[config.mk]
export PLATFORM = sky130hd
export DESIGN_NAME = ext_mem_interface
export DESIGN_NICKNAME = d
export VERILOG_FILES = /design/src/logic/ext_mem_pkg.sv /design/src/logic/ext_mem_sequencer.sv /design/src/logic/ext_mem_interface.sv
export VERILOG_INCLUDE_DIRS = /design/src /design/src/logic
export SDC_FILE = /design/constraint.sdc
export NUM_CORES = 1
export LEC_CHECK = 0
export ABC_AREA = 1
export BUFFER_PORTS_ARGS = -buffer_cell sky130_fd_sc_hd__buf_2
export CELL_PAD_IN_SITES_DETAIL_PLACEMENT = 1
export CELL_PAD_IN_SITES_GLOBAL_PLACEMENT = 2
export CORE_ASPECT_RATIO = 1.25
export CORE_UTILIZATION = 30
export DETAILED_ROUTE_END_ITERATION = 12
export GPL_ROUTABILITY_DRIVEN = 0
export PLACE_DENSITY_LB_ADDON = 0.15
export REMOVE_ABC_BUFFERS = 1
export SYNTH_ARGS = -nofsm -noshare
export SYNTH_HDL_FRONTEND = slang
export SYNTH_HIERARCHICAL = 1
export SYNTH_SLANG_ARGS = --single-unit
[constraint.sdc]
create_clock -name ref_clk_i -period 5.2 [get_ports ref_clk_i]
set_input_delay 0.26 -clock ref_clk_i [delete_from_list [all_inputs] [get_ports ref_clk_i]]
set_output_delay 0.26 -clock ref_clk_i [all_outputs]
set_load 0.05 [all_outputs]
[src/logic/ext_mem_regs.svh]
// Register offsets, field positions, reset values and timing counts
// Assumes inclusion by bare name from the external memory interface files
`ifndef EXT_MEM_REGS_SVH
`define EXT_MEM_REGS_SVH

`define EXT_MEM_CONFIG_ADDR   8'hc7
`define EXT_MEM_PAGE_ADDR     8'haa
`define EXT_MEM_TIMING_ADDR   8'hf7
`define EXT_MEM_CONFIG_RESET  8'h03
`define EXT_MEM_PAGE_RESET    8'h00
`define EXT_MEM_TIMING_RESET  8'hff
`define CFG_MUX_BIT           4
`define CFG_REGION_HI         3
`define CFG_REGION_LO         2
`define CFG_LATCH_HI          1
`define CFG_LATCH_LO          0
`define TC_SETUP_HI           7
`define TC_SETUP_LO           6
`define TC_STROBE_HI          5
`define TC_STROBE_LO          2
`define TC_HOLD_HI            1
`define TC_HOLD_LO            0
`define ONCHIP_RAM_SIZE       17'h0_0400
`define ONCHIP_ADDR_MASK      16'h03ff
`define ACCESS_OVERHEAD       4'h4

`endif

[src/logic/ext_mem_pkg.sv]
// Types shared by the external memory interface
// Assumes nothing of its surroundings
package ext_mem_pkg;

  typedef enum logic [1:0] {
    REGION_INTERNAL   = 2'b00,
    REGION_SPLIT      = 2'b01,
    REGION_SPLIT_BANK = 2'b10,
    REGION_EXTERNAL   = 2'b11
  } region_type;

  typedef enum logic [2:0] {
    ST_IDLE    = 3'b000,
    ST_LATCH_H = 3'b001,
    ST_LATCH_L = 3'b010,
    ST_SETUP   = 3'b011,
    ST_STROBE  = 3'b100,
    ST_HOLD    = 3'b101,
    ST_FINISH  = 3'b110
  } phase_type;

endpackage

[src/logic/ext_mem_sequencer.sv]
// Off-chip strobe sequencer: latch, setup, strobe, hold, finish phases
// Assumes a start pulse only while done is not pending and timing held stable
`include "ext_mem_regs.svh"
`timescale 1ns/100ps

module ext_mem_sequencer (
  // Clock and reset
  input  wire logic        ref_clk_i,
  input  wire logic        sys_rst_i,
  // Control
  input  wire logic        start_i,
  input  wire logic        write_i,
  input  wire logic        mux_mode_i,
  input  wire logic [1:0]  latch_width_i,
  input  wire logic [1:0]  setup_i,
  input  wire logic [3:0]  strobe_i,
  input  wire logic [1:0]  hold_i,
  // Phase outputs
  output logic             busy_o,
  output logic             latch_o,
  output logic             addr_phase_o,
  output logic             rd_n_o,
  output logic             wr_n_o,
  output logic             capture_o,
  output logic             done_o
);

  ext_mem_pkg::phase_type state_q;
  ext_mem_pkg::phase_type state_d;
  logic [4:0]             cnt_q;
  logic [4:0]             cnt_d;
  logic                   write_q;
  logic                   last_w;

  // Counter holds remaining cycles of the current phase minus one
  assign last_w = (cnt_q == 5'h00);

  always_comb begin
    state_d = state_q;
    cnt_d   = cnt_q - 5'h01;
    case (state_q)
      ext_mem_pkg::ST_IDLE: begin
        cnt_d = 5'h00;
        // latch phase first
        if (start_i && !mux_mode_i) begin
          state_d = ext_mem_pkg::ST_LATCH_H;
          cnt_d   = {3'b000, latch_width_i};
        end else if (start_i) begin
          state_d = ext_mem_pkg::ST_SETUP;
          cnt_d   = {3'b000, setup_i};
        end
      end
      ext_mem_pkg::ST_LATCH_H: begin
        if (last_w) begin
          state_d = ext_mem_pkg::ST_LATCH_L;
          cnt_d   = {3'b000, latch_width_i};
        end
      end
      ext_mem_pkg::ST_LATCH_L: begin
        if (last_w) begin
          state_d = ext_mem_pkg::ST_SETUP;
          cnt_d   = {3'b000, setup_i};
        end
      end
      ext_mem_pkg::ST_SETUP: begin
        if (last_w) begin
          state_d = ext_mem_pkg::ST_STROBE;
          cnt_d   = {1'b0, strobe_i};
        end
      end
      ext_mem_pkg::ST_STROBE: begin
        if (last_w) begin
          state_d = ext_mem_pkg::ST_HOLD;
          cnt_d   = {3'b000, hold_i};
        end
      end
      ext_mem_pkg::ST_HOLD: begin
        if (last_w) begin
          state_d = ext_mem_pkg::ST_FINISH;
          cnt_d   = 5'h00;
        end
      end
      ext_mem_pkg::ST_FINISH: begin
        state_d = ext_mem_pkg::ST_IDLE;
        cnt_d   = 5'h00;
      end
      default: begin
        state_d = ext_mem_pkg::ST_IDLE;
        cnt_d   = 5'h00;
      end
    endcase
  end

  always_ff @(posedge ref_clk_i or posedge sys_rst_i) begin
    if (sys_rst_i) begin
      state_q <= ext_mem_pkg::ST_IDLE;
      cnt_q   <= 5'h00;
      write_q <= 1'b0;
    end else begin
      state_q <= state_d;
      cnt_q   <= cnt_d;
      if (start_i && state_q == ext_mem_pkg::ST_IDLE) begin
        write_q <= write_i;
      end
    end
  end

  assign busy_o       = (state_q != ext_mem_pkg::ST_IDLE);
  assign latch_o      = (state_q == ext_mem_pkg::ST_LATCH_H);
  assign addr_phase_o = (state_q == ext_mem_pkg::ST_LATCH_H) ||
                        (state_q == ext_mem_pkg::ST_LATCH_L);
  assign rd_n_o       = !((state_q == ext_mem_pkg::ST_STROBE) && !write_q);
  assign wr_n_o       = !((state_q == ext_mem_pkg::ST_STROBE) && write_q);
  // Read data sampled on the last strobe cycle, while the strobe is still low
  assign capture_o    = (state_q == ext_mem_pkg::ST_STROBE) && last_w && !write_q;
  assign done_o       = (state_q == ext_mem_pkg::ST_FINISH);

endmodule

[src/logic/ext_mem_interface.sv]
// External data memory interface: routes core data moves on-chip or off-chip
// Assumes a core that holds its request until done and an on-chip RAM beside it
//
// Summary of operation
// Bank-select split: addresses below on-chip size go inside, above go off-chip.
// Bank-select 8-bit move: page register gives high byte, index register low byte.
// Bank-select 8-bit move decides inside or outside by page as high byte.
// Bank-select 16-bit move decides by data pointer, drives all sixteen lines.
// External-only mode sends every move off-chip; on-chip RAM is hidden.
// External-only 8-bit move ignores page and leaves upper lines undriven.
// External-only 8-bit move puts index register on lower address lines.
// External-only 16-bit move drives data pointer on all sixteen lines.
// Split without bank select: 8-bit off-chip move leaves upper lines undriven.
// Non-multiplexed mode uses separate data and address pins.
// Setup, hold, strobe and latch widths programmable in clock periods.
// Off-chip access lasts programmed timing sum plus four cycles.
// Minimum non-multiplexed access is five cycles with one-cycle strobe.
// Multiplexed latch phase adds at least two cycles.
// Setup and hold reset to their largest settings.
// Mux bit 0 multiplexes, 1 separates; region 00 internal, 01 plain split.
// Latch width field sets both latch phases to one to four cycles.
// Software loads an off-chip page before plain split off-chip moves.
`include "ext_mem_regs.svh"
`timescale 1ns/100ps

module ext_mem_interface (
  // Clock and reset
  input  wire logic        ref_clk_i,
  input  wire logic        sys_rst_i,
  // Special register port
  input  wire logic [7:0]  sfr_addr_i,
  input  wire logic        sfr_wr_i,
  input  wire logic [7:0]  sfr_wdata_i,
  output logic      [7:0]  sfr_rdata_o,
  // Core data move request
  input  wire logic        move_req_i,
  input  wire logic        move_write_i,
  input  wire logic        move_wide_i,
  input  wire logic [15:0] data_pointer_i,
  input  wire logic [7:0]  index_reg_i,
  input  wire logic [7:0]  move_wdata_i,
  output logic      [7:0]  move_rdata_o,
  output logic             move_done_o,
  // On-chip data RAM
  output logic             ram_en_o,
  output logic             ram_we_o,
  output logic      [9:0]  ram_addr_o,
  output logic      [7:0]  ram_wdata_o,
  input  wire logic [7:0]  ram_rdata_i,
  // Off-chip bus
  output logic      [15:8] addr_hi_o,
  output logic             addr_hi_oe_o,
  output logic      [7:0]  addr_lo_o,
  output logic             addr_lo_oe_o,
  output logic      [7:0]  data_o,
  output logic             data_oe_o,
  input  wire logic [7:0]  data_i,
  output logic             rd_n_o,
  output logic             wr_n_o,
  output logic             latch_o
);

  ////////////////////////////////////////////////////////////////////////
  // Registers

  logic [4:0]  config_q;
  logic [7:0]  page_q;
  logic [7:0]  timing_q;
  logic        mux_sel_w;
  logic [1:0]  latch_w;
  ext_mem_pkg::region_type region_w;

  assign mux_sel_w = config_q[`CFG_MUX_BIT];
  assign region_w  = ext_mem_pkg::region_type'(config_q[`CFG_REGION_HI:`CFG_REGION_LO]);
  assign latch_w   = config_q[`CFG_LATCH_HI:`CFG_LATCH_LO];

  always_ff @(posedge ref_clk_i or posedge sys_rst_i) begin
    if (sys_rst_i) begin
      config_q <= 5'(`EXT_MEM_CONFIG_RESET);
      page_q   <= `EXT_MEM_PAGE_RESET;
      // largest setup and hold
      timing_q <= `EXT_MEM_TIMING_RESET;
    end else if (sfr_wr_i) begin
      if (sfr_addr_i == `EXT_MEM_CONFIG_ADDR) begin
        config_q <= sfr_wdata_i[4:0];
      end
      if (sfr_addr_i == `EXT_MEM_PAGE_ADDR) begin
        page_q <= sfr_wdata_i;
      end
      if (sfr_addr_i == `EXT_MEM_TIMING_ADDR) begin
        timing_q <= sfr_wdata_i;
      end
    end
  end

  // Upper config bits read as zero
  assign sfr_rdata_o = (sfr_addr_i == `EXT_MEM_CONFIG_ADDR) ? {3'b000, config_q} :
                       (sfr_addr_i == `EXT_MEM_PAGE_ADDR)   ? page_q :
                       (sfr_addr_i == `EXT_MEM_TIMING_ADDR) ? timing_q : 8'h00;

  ////////////////////////////////////////////////////////////////////////
  // Address formation and routing

  function automatic logic below_onchip(input logic [15:0] addr);
    below_onchip = ({1'b0, addr} < `ONCHIP_RAM_SIZE);
  endfunction

  logic [15:0] eff_addr_w;
  logic        go_inside_w;
  logic        drive_hi_w;

  // page high byte with index low byte
  // page takes part in the split decision
  // external-only narrow move ignores page
  // plain split relies on software page choice
  assign eff_addr_w = move_wide_i ? data_pointer_i : {page_q, index_reg_i};

  // bank-select split by on-chip size
  // wide move decides by data pointer
  // external-only never goes inside
  // region 00 always inside
  assign go_inside_w = (region_w == ext_mem_pkg::REGION_INTERNAL) ? 1'b1 :
                       (region_w == ext_mem_pkg::REGION_EXTERNAL) ? 1'b0 :
                       below_onchip(eff_addr_w);

  // narrow moves in plain split and external-only leave upper lines to port
  // wide moves drive all sixteen lines
  assign drive_hi_w = move_wide_i || (region_w == ext_mem_pkg::REGION_SPLIT_BANK);

  ////////////////////////////////////////////////////////////////////////
  // Access control

  logic        active_q;
  logic        inside_q;
  logic        hi_q;
  logic        write_q;
  logic [15:0] addr_q;
  logic [7:0]  wdata_q;
  logic [7:0]  rdata_q;
  logic        done_q;
  logic        start_w;
  logic        seq_busy_w;
  logic        seq_latch_w;
  logic        seq_addr_w;
  logic        seq_rd_n_w;
  logic        seq_wr_n_w;
  logic        seq_cap_w;
  logic        seq_done_w;

  assign start_w = move_req_i && !active_q && !done_q;

  always_ff @(posedge ref_clk_i or posedge sys_rst_i) begin
    if (sys_rst_i) begin
      active_q <= 1'b0;
      inside_q <= 1'b0;
      hi_q     <= 1'b0;
      write_q  <= 1'b0;
      addr_q   <= 16'h0000;
      wdata_q  <= 8'h00;
      rdata_q  <= 8'h00;
      done_q   <= 1'b0;
    end else begin
      done_q <= 1'b0;
      if (start_w) begin
        active_q <= 1'b1;
        inside_q <= go_inside_w;
        hi_q     <= drive_hi_w;
        write_q  <= move_write_i;
        // index register on lower lines
        addr_q   <= eff_addr_w;
        wdata_q  <= move_wdata_i;
      end else if (active_q && inside_q) begin
        active_q <= 1'b0;
        done_q   <= 1'b1;
        rdata_q  <= ram_rdata_i;
      end else if (active_q && seq_done_w) begin
        active_q <= 1'b0;
        done_q   <= 1'b1;
      end
      if (seq_cap_w) begin
        rdata_q <= data_i;
      end
    end
  end

  // On-chip RAM is read one cycle after the request is taken
  assign ram_en_o     = active_q && inside_q;
  assign ram_we_o     = active_q && inside_q && write_q;
  assign ram_addr_o   = 10'(addr_q & `ONCHIP_ADDR_MASK);
  assign ram_wdata_o  = wdata_q;
  assign move_rdata_o = rdata_q;
  assign move_done_o  = done_q;

  ////////////////////////////////////////////////////////////////////////
  // Off-chip sequencing

  logic ext_go_w;
  assign ext_go_w = start_w && !go_inside_w;

  // latch, setup, strobe and hold widths from registers
  // phases plus four overhead cycles
  // single strobe cycle at minimum
  // latch width applies to both phases
  ext_mem_sequencer u_seq (
    .ref_clk_i     (ref_clk_i),
    .sys_rst_i     (sys_rst_i),
    .start_i       (ext_go_w),
    .write_i       (move_write_i),
    .mux_mode_i    (mux_sel_w),
    .latch_width_i (latch_w),
    .setup_i       (timing_q[`TC_SETUP_HI:`TC_SETUP_LO]),
    .strobe_i      (timing_q[`TC_STROBE_HI:`TC_STROBE_LO]),
    .hold_i        (timing_q[`TC_HOLD_HI:`TC_HOLD_LO]),
    .busy_o        (seq_busy_w),
    .latch_o       (seq_latch_w),
    .addr_phase_o  (seq_addr_w),
    .rd_n_o        (seq_rd_n_w),
    .wr_n_o        (seq_wr_n_w),
    .capture_o     (seq_cap_w),
    .done_o        (seq_done_w)
  );

  logic ext_on_w;
  assign ext_on_w = seq_busy_w && !inside_q;

  // separate pins when not multiplexed; low byte shares data in mux mode
  assign addr_hi_o    = addr_q[15:8];
  assign addr_hi_oe_o = ext_on_w && hi_q;
  assign addr_lo_o    = mux_sel_w ? addr_q[7:0] : (seq_addr_w ? addr_q[7:0] : wdata_q);
  assign addr_lo_oe_o = ext_on_w && (mux_sel_w || seq_addr_w || write_q);
  assign data_o       = wdata_q;
  assign data_oe_o    = ext_on_w && mux_sel_w && write_q;
  assign rd_n_o       = seq_rd_n_w;
  assign wr_n_o       = seq_wr_n_w;
  assign latch_o      = seq_latch_w;

  ////////////////////////////////////////////////////////////////////////
  // Checks

  a_reset_timing: assert property (@(posedge ref_clk_i)
    $fell(sys_rst_i) |-> timing_q == 8'hff) else $error("timing not max after reset");
  a_bank_hi_drive: assert property (@(posedge ref_clk_i) disable iff (sys_rst_i)
    (start_w && !go_inside_w && region_w == ext_mem_pkg::REGION_SPLIT_BANK)
    |=> addr_hi_oe_o && addr_hi_o == $past(eff_addr_w[15:8]))
    else $error("bank select high byte wrong");
  a_narrow_undriven: assert property (@(posedge ref_clk_i) disable iff (sys_rst_i)
    (start_w && !move_wide_i && region_w != ext_mem_pkg::REGION_SPLIT_BANK)
    |=> !addr_hi_oe_o) else $error("upper lines driven");
  a_extonly_out: assert property (@(posedge ref_clk_i) disable iff (sys_rst_i)
    (start_w && region_w == ext_mem_pkg::REGION_EXTERNAL) |=> !ram_en_o)
    else $error("on-chip used in external-only");
  a_internal_in: assert property (@(posedge ref_clk_i) disable iff (sys_rst_i)
    (start_w && region_w == ext_mem_pkg::REGION_INTERNAL) |=> ram_en_o ##1 move_done_o)
    else $error("internal move not inside");
  a_split_bound: assert property (@(posedge ref_clk_i) disable iff (sys_rst_i)
    (start_w && region_w == ext_mem_pkg::REGION_SPLIT_BANK && move_wide_i
     && data_pointer_i >= 16'h0400) |=> !ram_en_o)
    else $error("above boundary went inside");
  a_min_access: assert property (@(posedge ref_clk_i) disable iff (sys_rst_i)
    (ext_go_w && mux_sel_w && timing_q == 8'h00) |=> seq_busy_w [*4] ##1 move_done_o)
    else $error("minimum access not five cycles");
  a_mux_latch: assert property (@(posedge ref_clk_i) disable iff (sys_rst_i)
    (ext_go_w && !mux_sel_w) |=> latch_o ##1 seq_addr_w)
    else $error("latch phase missing");
  a_one_strobe: assert property (@(posedge ref_clk_i) disable iff (sys_rst_i)
    !(rd_n_o == 1'b0 && wr_n_o == 1'b0)) else $error("both strobes low");

  c_inside_move: cover property (@(posedge ref_clk_i) start_w && go_inside_w);
  c_ext_read:    cover property (@(posedge ref_clk_i) seq_cap_w);
  c_ext_write:   cover property (@(posedge ref_clk_i) !wr_n_o);
  c_mux_access:  cover property (@(posedge ref_clk_i) latch_o);

endmodule

# Word-level counts from Yosys, hierarchy flattened
# Index checks and enable logic that the tools add are counted.
# W data, S select, Z words.
# word_totals
latchBits	0
mem_count	0
regBits	67
rom_bits	0
ram_bits	0
# op_classes
n_shift	0
addsub	1
eq_ne	18
bitwise	0
mul	0
muxes	33
div	0
magnitude_cmp	1
n_reduce_logical	40
# ops
operator	n
$mux W8	8
$mux W5	6
$pmux W5 S6	1
$eq A8 B8 Y1 const B	3
$mux W3	7
$pmux W3 S6	1
$logic_and A1 B1 Y1	17
$lt A16 B11 Y1 const B	1
$mux W16	1
$ne A2 B1 Y1 const B	6
$eq A3 B3 Y1 const B	3
$logic_not A1 Y1	8
$mux W1	8
$reduce_and A2 Y1	4
$eq A3 B2 Y1 const B	2
$reduce_and A6 Y1	1
$reduce_bool A3 Y1	2
$logic_not A5 Y1	1
$sub A5 B1 Y5 const B	1
$eq A2 B2 Y1 const B	2
$logic_or A1 B1 Y1	4
$eq A3 B1 Y1 const B	1
$logic_not A3 Y1	1
$ne A3 B1 Y1 const B	1
3 further kinds	3

# Longest topological paths before layout
# logic_depth
depth_word	9
depth_mapped	14
mapped_depth_nobuf	13

# Hierarchy
# The synthesis kept the hierarchy.
# by_module_without_submodules
mod	cells_each	instances	seq_area_each_um2	area_each_um2
ext_mem_interface	361	1	1463.9	3040.4
ext_mem_sequencer	108	1	225.2	762.0

# Least setup slack after synthesis
# Ideal clock, no wire load.
# synth_timing
kind	register to output
startpoint	reg u_seq.state_q[2]
endpoint	out data_oe_o
arrival_time_ns	1.765
path_stages_with_launch	6
slack_ns	3.175
required_time_ns	4.940
path_cell_list	dfrtp_1 > buf_6 > inv_4 > nand2_4 > nand2_1 > nor3_1
# synth_between
elab_chain_len	4
# synth_rtl
item	line_no	source
start, declared	ext_mem_sequencer.sv:28	ext_mem_pkg::phase_type state_q;
start signal, assigned	ext_mem_sequencer.sv:96	state_q <= ext_mem_pkg::ST_IDLE;
start signal, assigned	ext_mem_sequencer.sv:100	state_q <= state_d;
$reduce_bool A3 Y1	ext_mem_sequencer.sv:108	assign busy_o = (state_q != ext_mem_pkg::ST_IDLE);
net seq_busy_w	ext_mem_interface.sv:142	logic seq_busy_w;
$logic_and A1 B1 Y1	ext_mem_interface.sv:224	assign ext_on_w = seq_busy_w && !inside_q;
$logic_and A1 B1 Y1 (2 in series)	ext_mem_interface.sv:232	assign data_oe_o = ext_on_w && mux_sel_w && write_q;
end, declared	ext_mem_interface.sv:56	output logic data_oe_o,
# The timed path passes the listed nets, and every way through them passes these cells.

# Worst setup path after layout
# layout_timing
startpoint	reg u_seq.state_q[0]
endpoint	out addr_lo_o[2]
# layout_between
elab_chain_len	4
# layout_rtl
item	line_no	source
$eq A3 B1 Y1 or $eq A3 B2 Y1 (tied branches)	ext_mem_sequencer.sv:110, ext_mem_sequencer.sv:111	
$logic_or A1 B1 Y1 *	ext_mem_sequencer.sv:110	assign addr_phase_o = (state_q == ext_mem_pkg::ST_LATCH_H) ||
net seq_addr_w	ext_mem_interface.sv:144	logic seq_addr_w;
$mux W8 * (2 in series)	ext_mem_interface.sv:229	assign addr_lo_o = mux_sel_w ? addr_q[7:0] : (seq_addr_w ? addr_q[7:0] : wdata_q);
end, declared	ext_mem_interface.sv:53	output logic [7:0] addr_lo_o,
# Mark *: on every way through the listed nets, which the timed path passes. The rest lies on a longest branch.

==> reports/metrics.sh <==
POWER.LEAKAGE_nW=2.55
DR.PASS1.ITERS=4
CRIT_PATH_MAX_DELAY_CELL_TYPE='dfrtp_1'
INITIAL_ANTENNA_VIOLATION_COUNT=0
REQUIRED_NS=4.94
COUNT_OF_FINAL_SETUP_VIOLATORS=0
REG2REG_FROM='u_seq/state_q[1]'
CLOCK_TREE.ROOT_CELL='clkbuf_16'
WORST_PIN_SLEW_NS=0.811
CRITICAL_PATH.STARTPOINT_TYPE='register'
DR_VIAS=3460
DETAIL-ROUTE-ANTENNA-NETS=0
SYNTH.YOSYS.SEQ_AREA_SHARE_PCT=44.4
CLOCK_SKEW_AFTER_LAYOUT_NS=0.00495
GLOBALROUTE.TOTALOVERFLOW=0
PLACEMENT_ROWS=45
RSZ0062_AT_GRT='false'
WORSTPATHMAXFANOUT=11
HOLD_PATH_DEPTH=3
GRT_PASS1_VIAS=3513
PATH_DELAY_FAMILY='flip-flops'
CORE_AREA_UM2=12300
DRT_DRC_VIOLATIONS_LEFT=0
PATH_BUF_INV=3
MIN_FROM='move_wdata_i[3]'
CTS_TREE='done'
CTSHTREEMAXLEVEL=3
NUMCTSBUFFERS=9
SYNTHDISTINCTLIBCELLS=40
DP.CELLS=745
SYNTH.FF_LATCH_COUNT=67
REG2REG_SLACK_NS=2.64
CTS.CLK_SLEW.WORST_PATHS_NS=0.06
CTS-ROOT-TO-SINK-BUFFERS=2
FINAL_CELL_MIX='139 x nand2_1, 136 x buf_2, 57 x dfrtp_1, 53 x nor2_1, 48 x inv_1'
CRITPATHMAXSTAGEDELAY_NS=0.54
POST_LAYOUT_POWER_mW=3.21
SYNTH.YOSYS.WARNINGS=6
CLOCK_LATENCY_AT_THE_LATER_PIN_OF_THE_WORST_SKEW_PAIR_NS=0.33
FIN_NETS=664
MAPPEDNETLISTAREA_UM2=3800
CTS.HOLD.BUFFERS_ADDED=1
FIN_CELLS=762
FLOORPLAN.IO_PINS=137
START_UTIL_PCT=31.0
HOLD_PATH.CLASS='input port to register'
DIE_WIDTH_UM=103
NUM_ANTENNA_CELLS=0
SYNTH.TOP_CELL.AREA_SHARE_PCT=37.5
SYNTH.AREA.TOP_CELLS='dfrtp_1 38%, nand2_1 14%, dfstp_2 6.9%'
PATH_CLASS='register to output port'
POST_DRT_VIA_CELL_RATIO=4.54
FLOORPLAN.DIE_AREA_UM2=13100
DIE_H_UM=128
RR_ENDPOINT='move_rdata_o[4]'
FIN_CRIT_SH_PCT=50.0
PERIOD_NEEDED_NS=2.60
RELSLEWSLACK_PCT=45.9
LAYOUT-DRIVE-GT1-SHARE_PCT=36.1
POST_CTS.RESIZED_INSTANCES=0
YOSYSTOPAREACELL='dfrtp_1'
WL_MM=11.3
TIMING.FINAL.HOLD_VIOLATIONS=0
WL_PER_CELL_UM=14.8
AVERAGE_SIZE_OF_A_MAPPED_CELL_UM2=8.11
MAX_CLOCK_FREQ_MHz=385
CRITICAL_PATH.CELL_CHAIN='inv_2 > nor2_1 > inv_1 > o21ai_1 > nor2_2 > mux2_2 > buf_2'
LAYOUT-AREA-OVERHEAD-VS-SYNTH_PCT=27.0
TIMING.CRITICAL_PATH.TO_TYPE='output port'
WORST_SLACK_NS=2.60
GRT.TOTAL_USAGE_PCT=18.5
WORST_HOLD_ENDPOINT='data_o[3]'
GRT_MAX_DEGREE=59
DRV_CAP=0
DRT_ITER0_MARKERS=85
GLOBAL_ROUTE_WIRE_LENGTH_BEFORE_REPAIR_MM=18.3
POST_CTS_SETUP_REPAIR_BUFFER_COUNT=0
MAX_IR_DROP_VDD_V=0.000425
WORSTPATHARRIVAL_NS=2.34
LAYOUT_COMMONEST_CELL='nand2_1'
FINAL-MAX-SLEW-VIOLATION-COUNT=0
P_PER_AREA_nW_PER_UM2=664
RUN_STATUS='finished, final reports clean'
PLACE_WS_NS=2.61
POST_ROUTE_SETUP_TNS_NS=0
NUMPORTBUFFERS=136
SYNTH_CELLS=469
FINAL_CORE_UTILIZATION_PCT=39.3
WORSTREGTOREGCELLS=7
CTS_NUM_SINKS=67
HPWL_MM=8.46
[tightest hold or removal path, delay by kind of cell]
family	cells	cell delay [ns]
AND/OR/NAND/NOR	2	0.09
buffers and inverters	1	0.07
[worst max path at each step]
stage,start,to,slack [ns],depth (start not counted)
finish,u_seq/state_q[0],addr_lo_o[2],2.60,7
global route,u_seq/state_q[0],move_rdata_o[7],2.40,7
CTS,u_seq/state_q[0],addr_lo_o[2],2.56,7
detailed placement,u_seq/state_q[0],move_rdata_o[5],2.61,7
global placement,u_seq/state_q[0],move_rdata_o[3],2.71,7
floorplan,move_done_o,u_seq/state_q[0],2.75,10
[routing by layer]
metal	share of wire (%)	track usage [%]	vias up
li1	-	-	1724
met1	44	23.1	1655
met2	51	31.8	70
met3	3.7	2.84	11
met4	1.4	6.81	0
met5	0	0	-
[Yosys cell counts]
master / number
nand2_1: 139
dfrtp_1: 57
nor2_1: 53
inv_1: 49
o21ai_0: 17
nand3_1: 16
buf_4: 13
dfstp_2: 10
o31ai_1: 10
a21oi_2: 8
mux2_2: 8
mux2i_1: 8
nand4_1: 8
o21ai_2: 8
a21oi_1: 7
o21a_1: 7
buf_6: 6
inv_2: 5
buf_2: 4
nand2_2: 4
nor2_4: 4
nor3_2: 4
nor2_2: 3
clkbuf_1: 2
nand3_2: 2
nor3_1: 2
o22ai_1: 2
buf_12: 1
clkinv_1: 1
ha_1: 1
inv_4: 1
nand2_4: 1
nand4_2: 1
nor2_8: 1
o211ai_1: 1
o21ai_1: 1
o221ai_2: 1
or2_1: 1
or2_4: 1
xnor2_1: 1
[per-stage QoR]
stage	instance area, um^2	hold WS (ns)
floorplan	3590	0.0879
global placement	4490	0.277
detailed placement	4490	0.278
CTS	4830	0.112
global route	4830	0.121
finish	4830	0.123
[state kept, by name, summed over array words and instances (netlist names)]
name,count
config_q,5
u_seq/write_q,1
u_seq/cnt_q,5
active_q,1
u_seq/state_q,3
data_o,8
write_q,1
page_q,8
hi_q,1
move_rdata_o,8
move_done_o,1
timing_q,8
inside_q,1
addr_q,16
[kinds of logic after synthesis]
logic type | synth area share [%]
XOR/XNOR | 0.230
adder cells (fa/ha/maj) | 0.329
buffers and inverters | 11.2
AND/OR/NAND/NOR | 28.1
AO/OA/AOI/OAI | 11.3
flip-flops | 44.4
multiplexers | 4.48
[layout make-up]
type | instances | area (um^2)
Timing Repair Buffer | 139 | 706
Clock buffer | 12 | 256
Multi-Input combinational cell | 320 | 1690
Tap cell | 164 | 205
Fill cell | 1584 | 7440
Clock inverter | 4 | 72.6
Sequential cell | 67 | 1690
Inverter | 56 | 213
[report_power, final]
part           leakage, nW  switching (mW)  total [mW]  internal [mW]
combinational         1.58            1.26        1.67          0.409
sequential           0.806           0.158       0.863          0.705
clock                0.159           0.228       0.673          0.445
total                 2.55            1.65        3.21           1.56
Power figures use the tool's default switching activity.
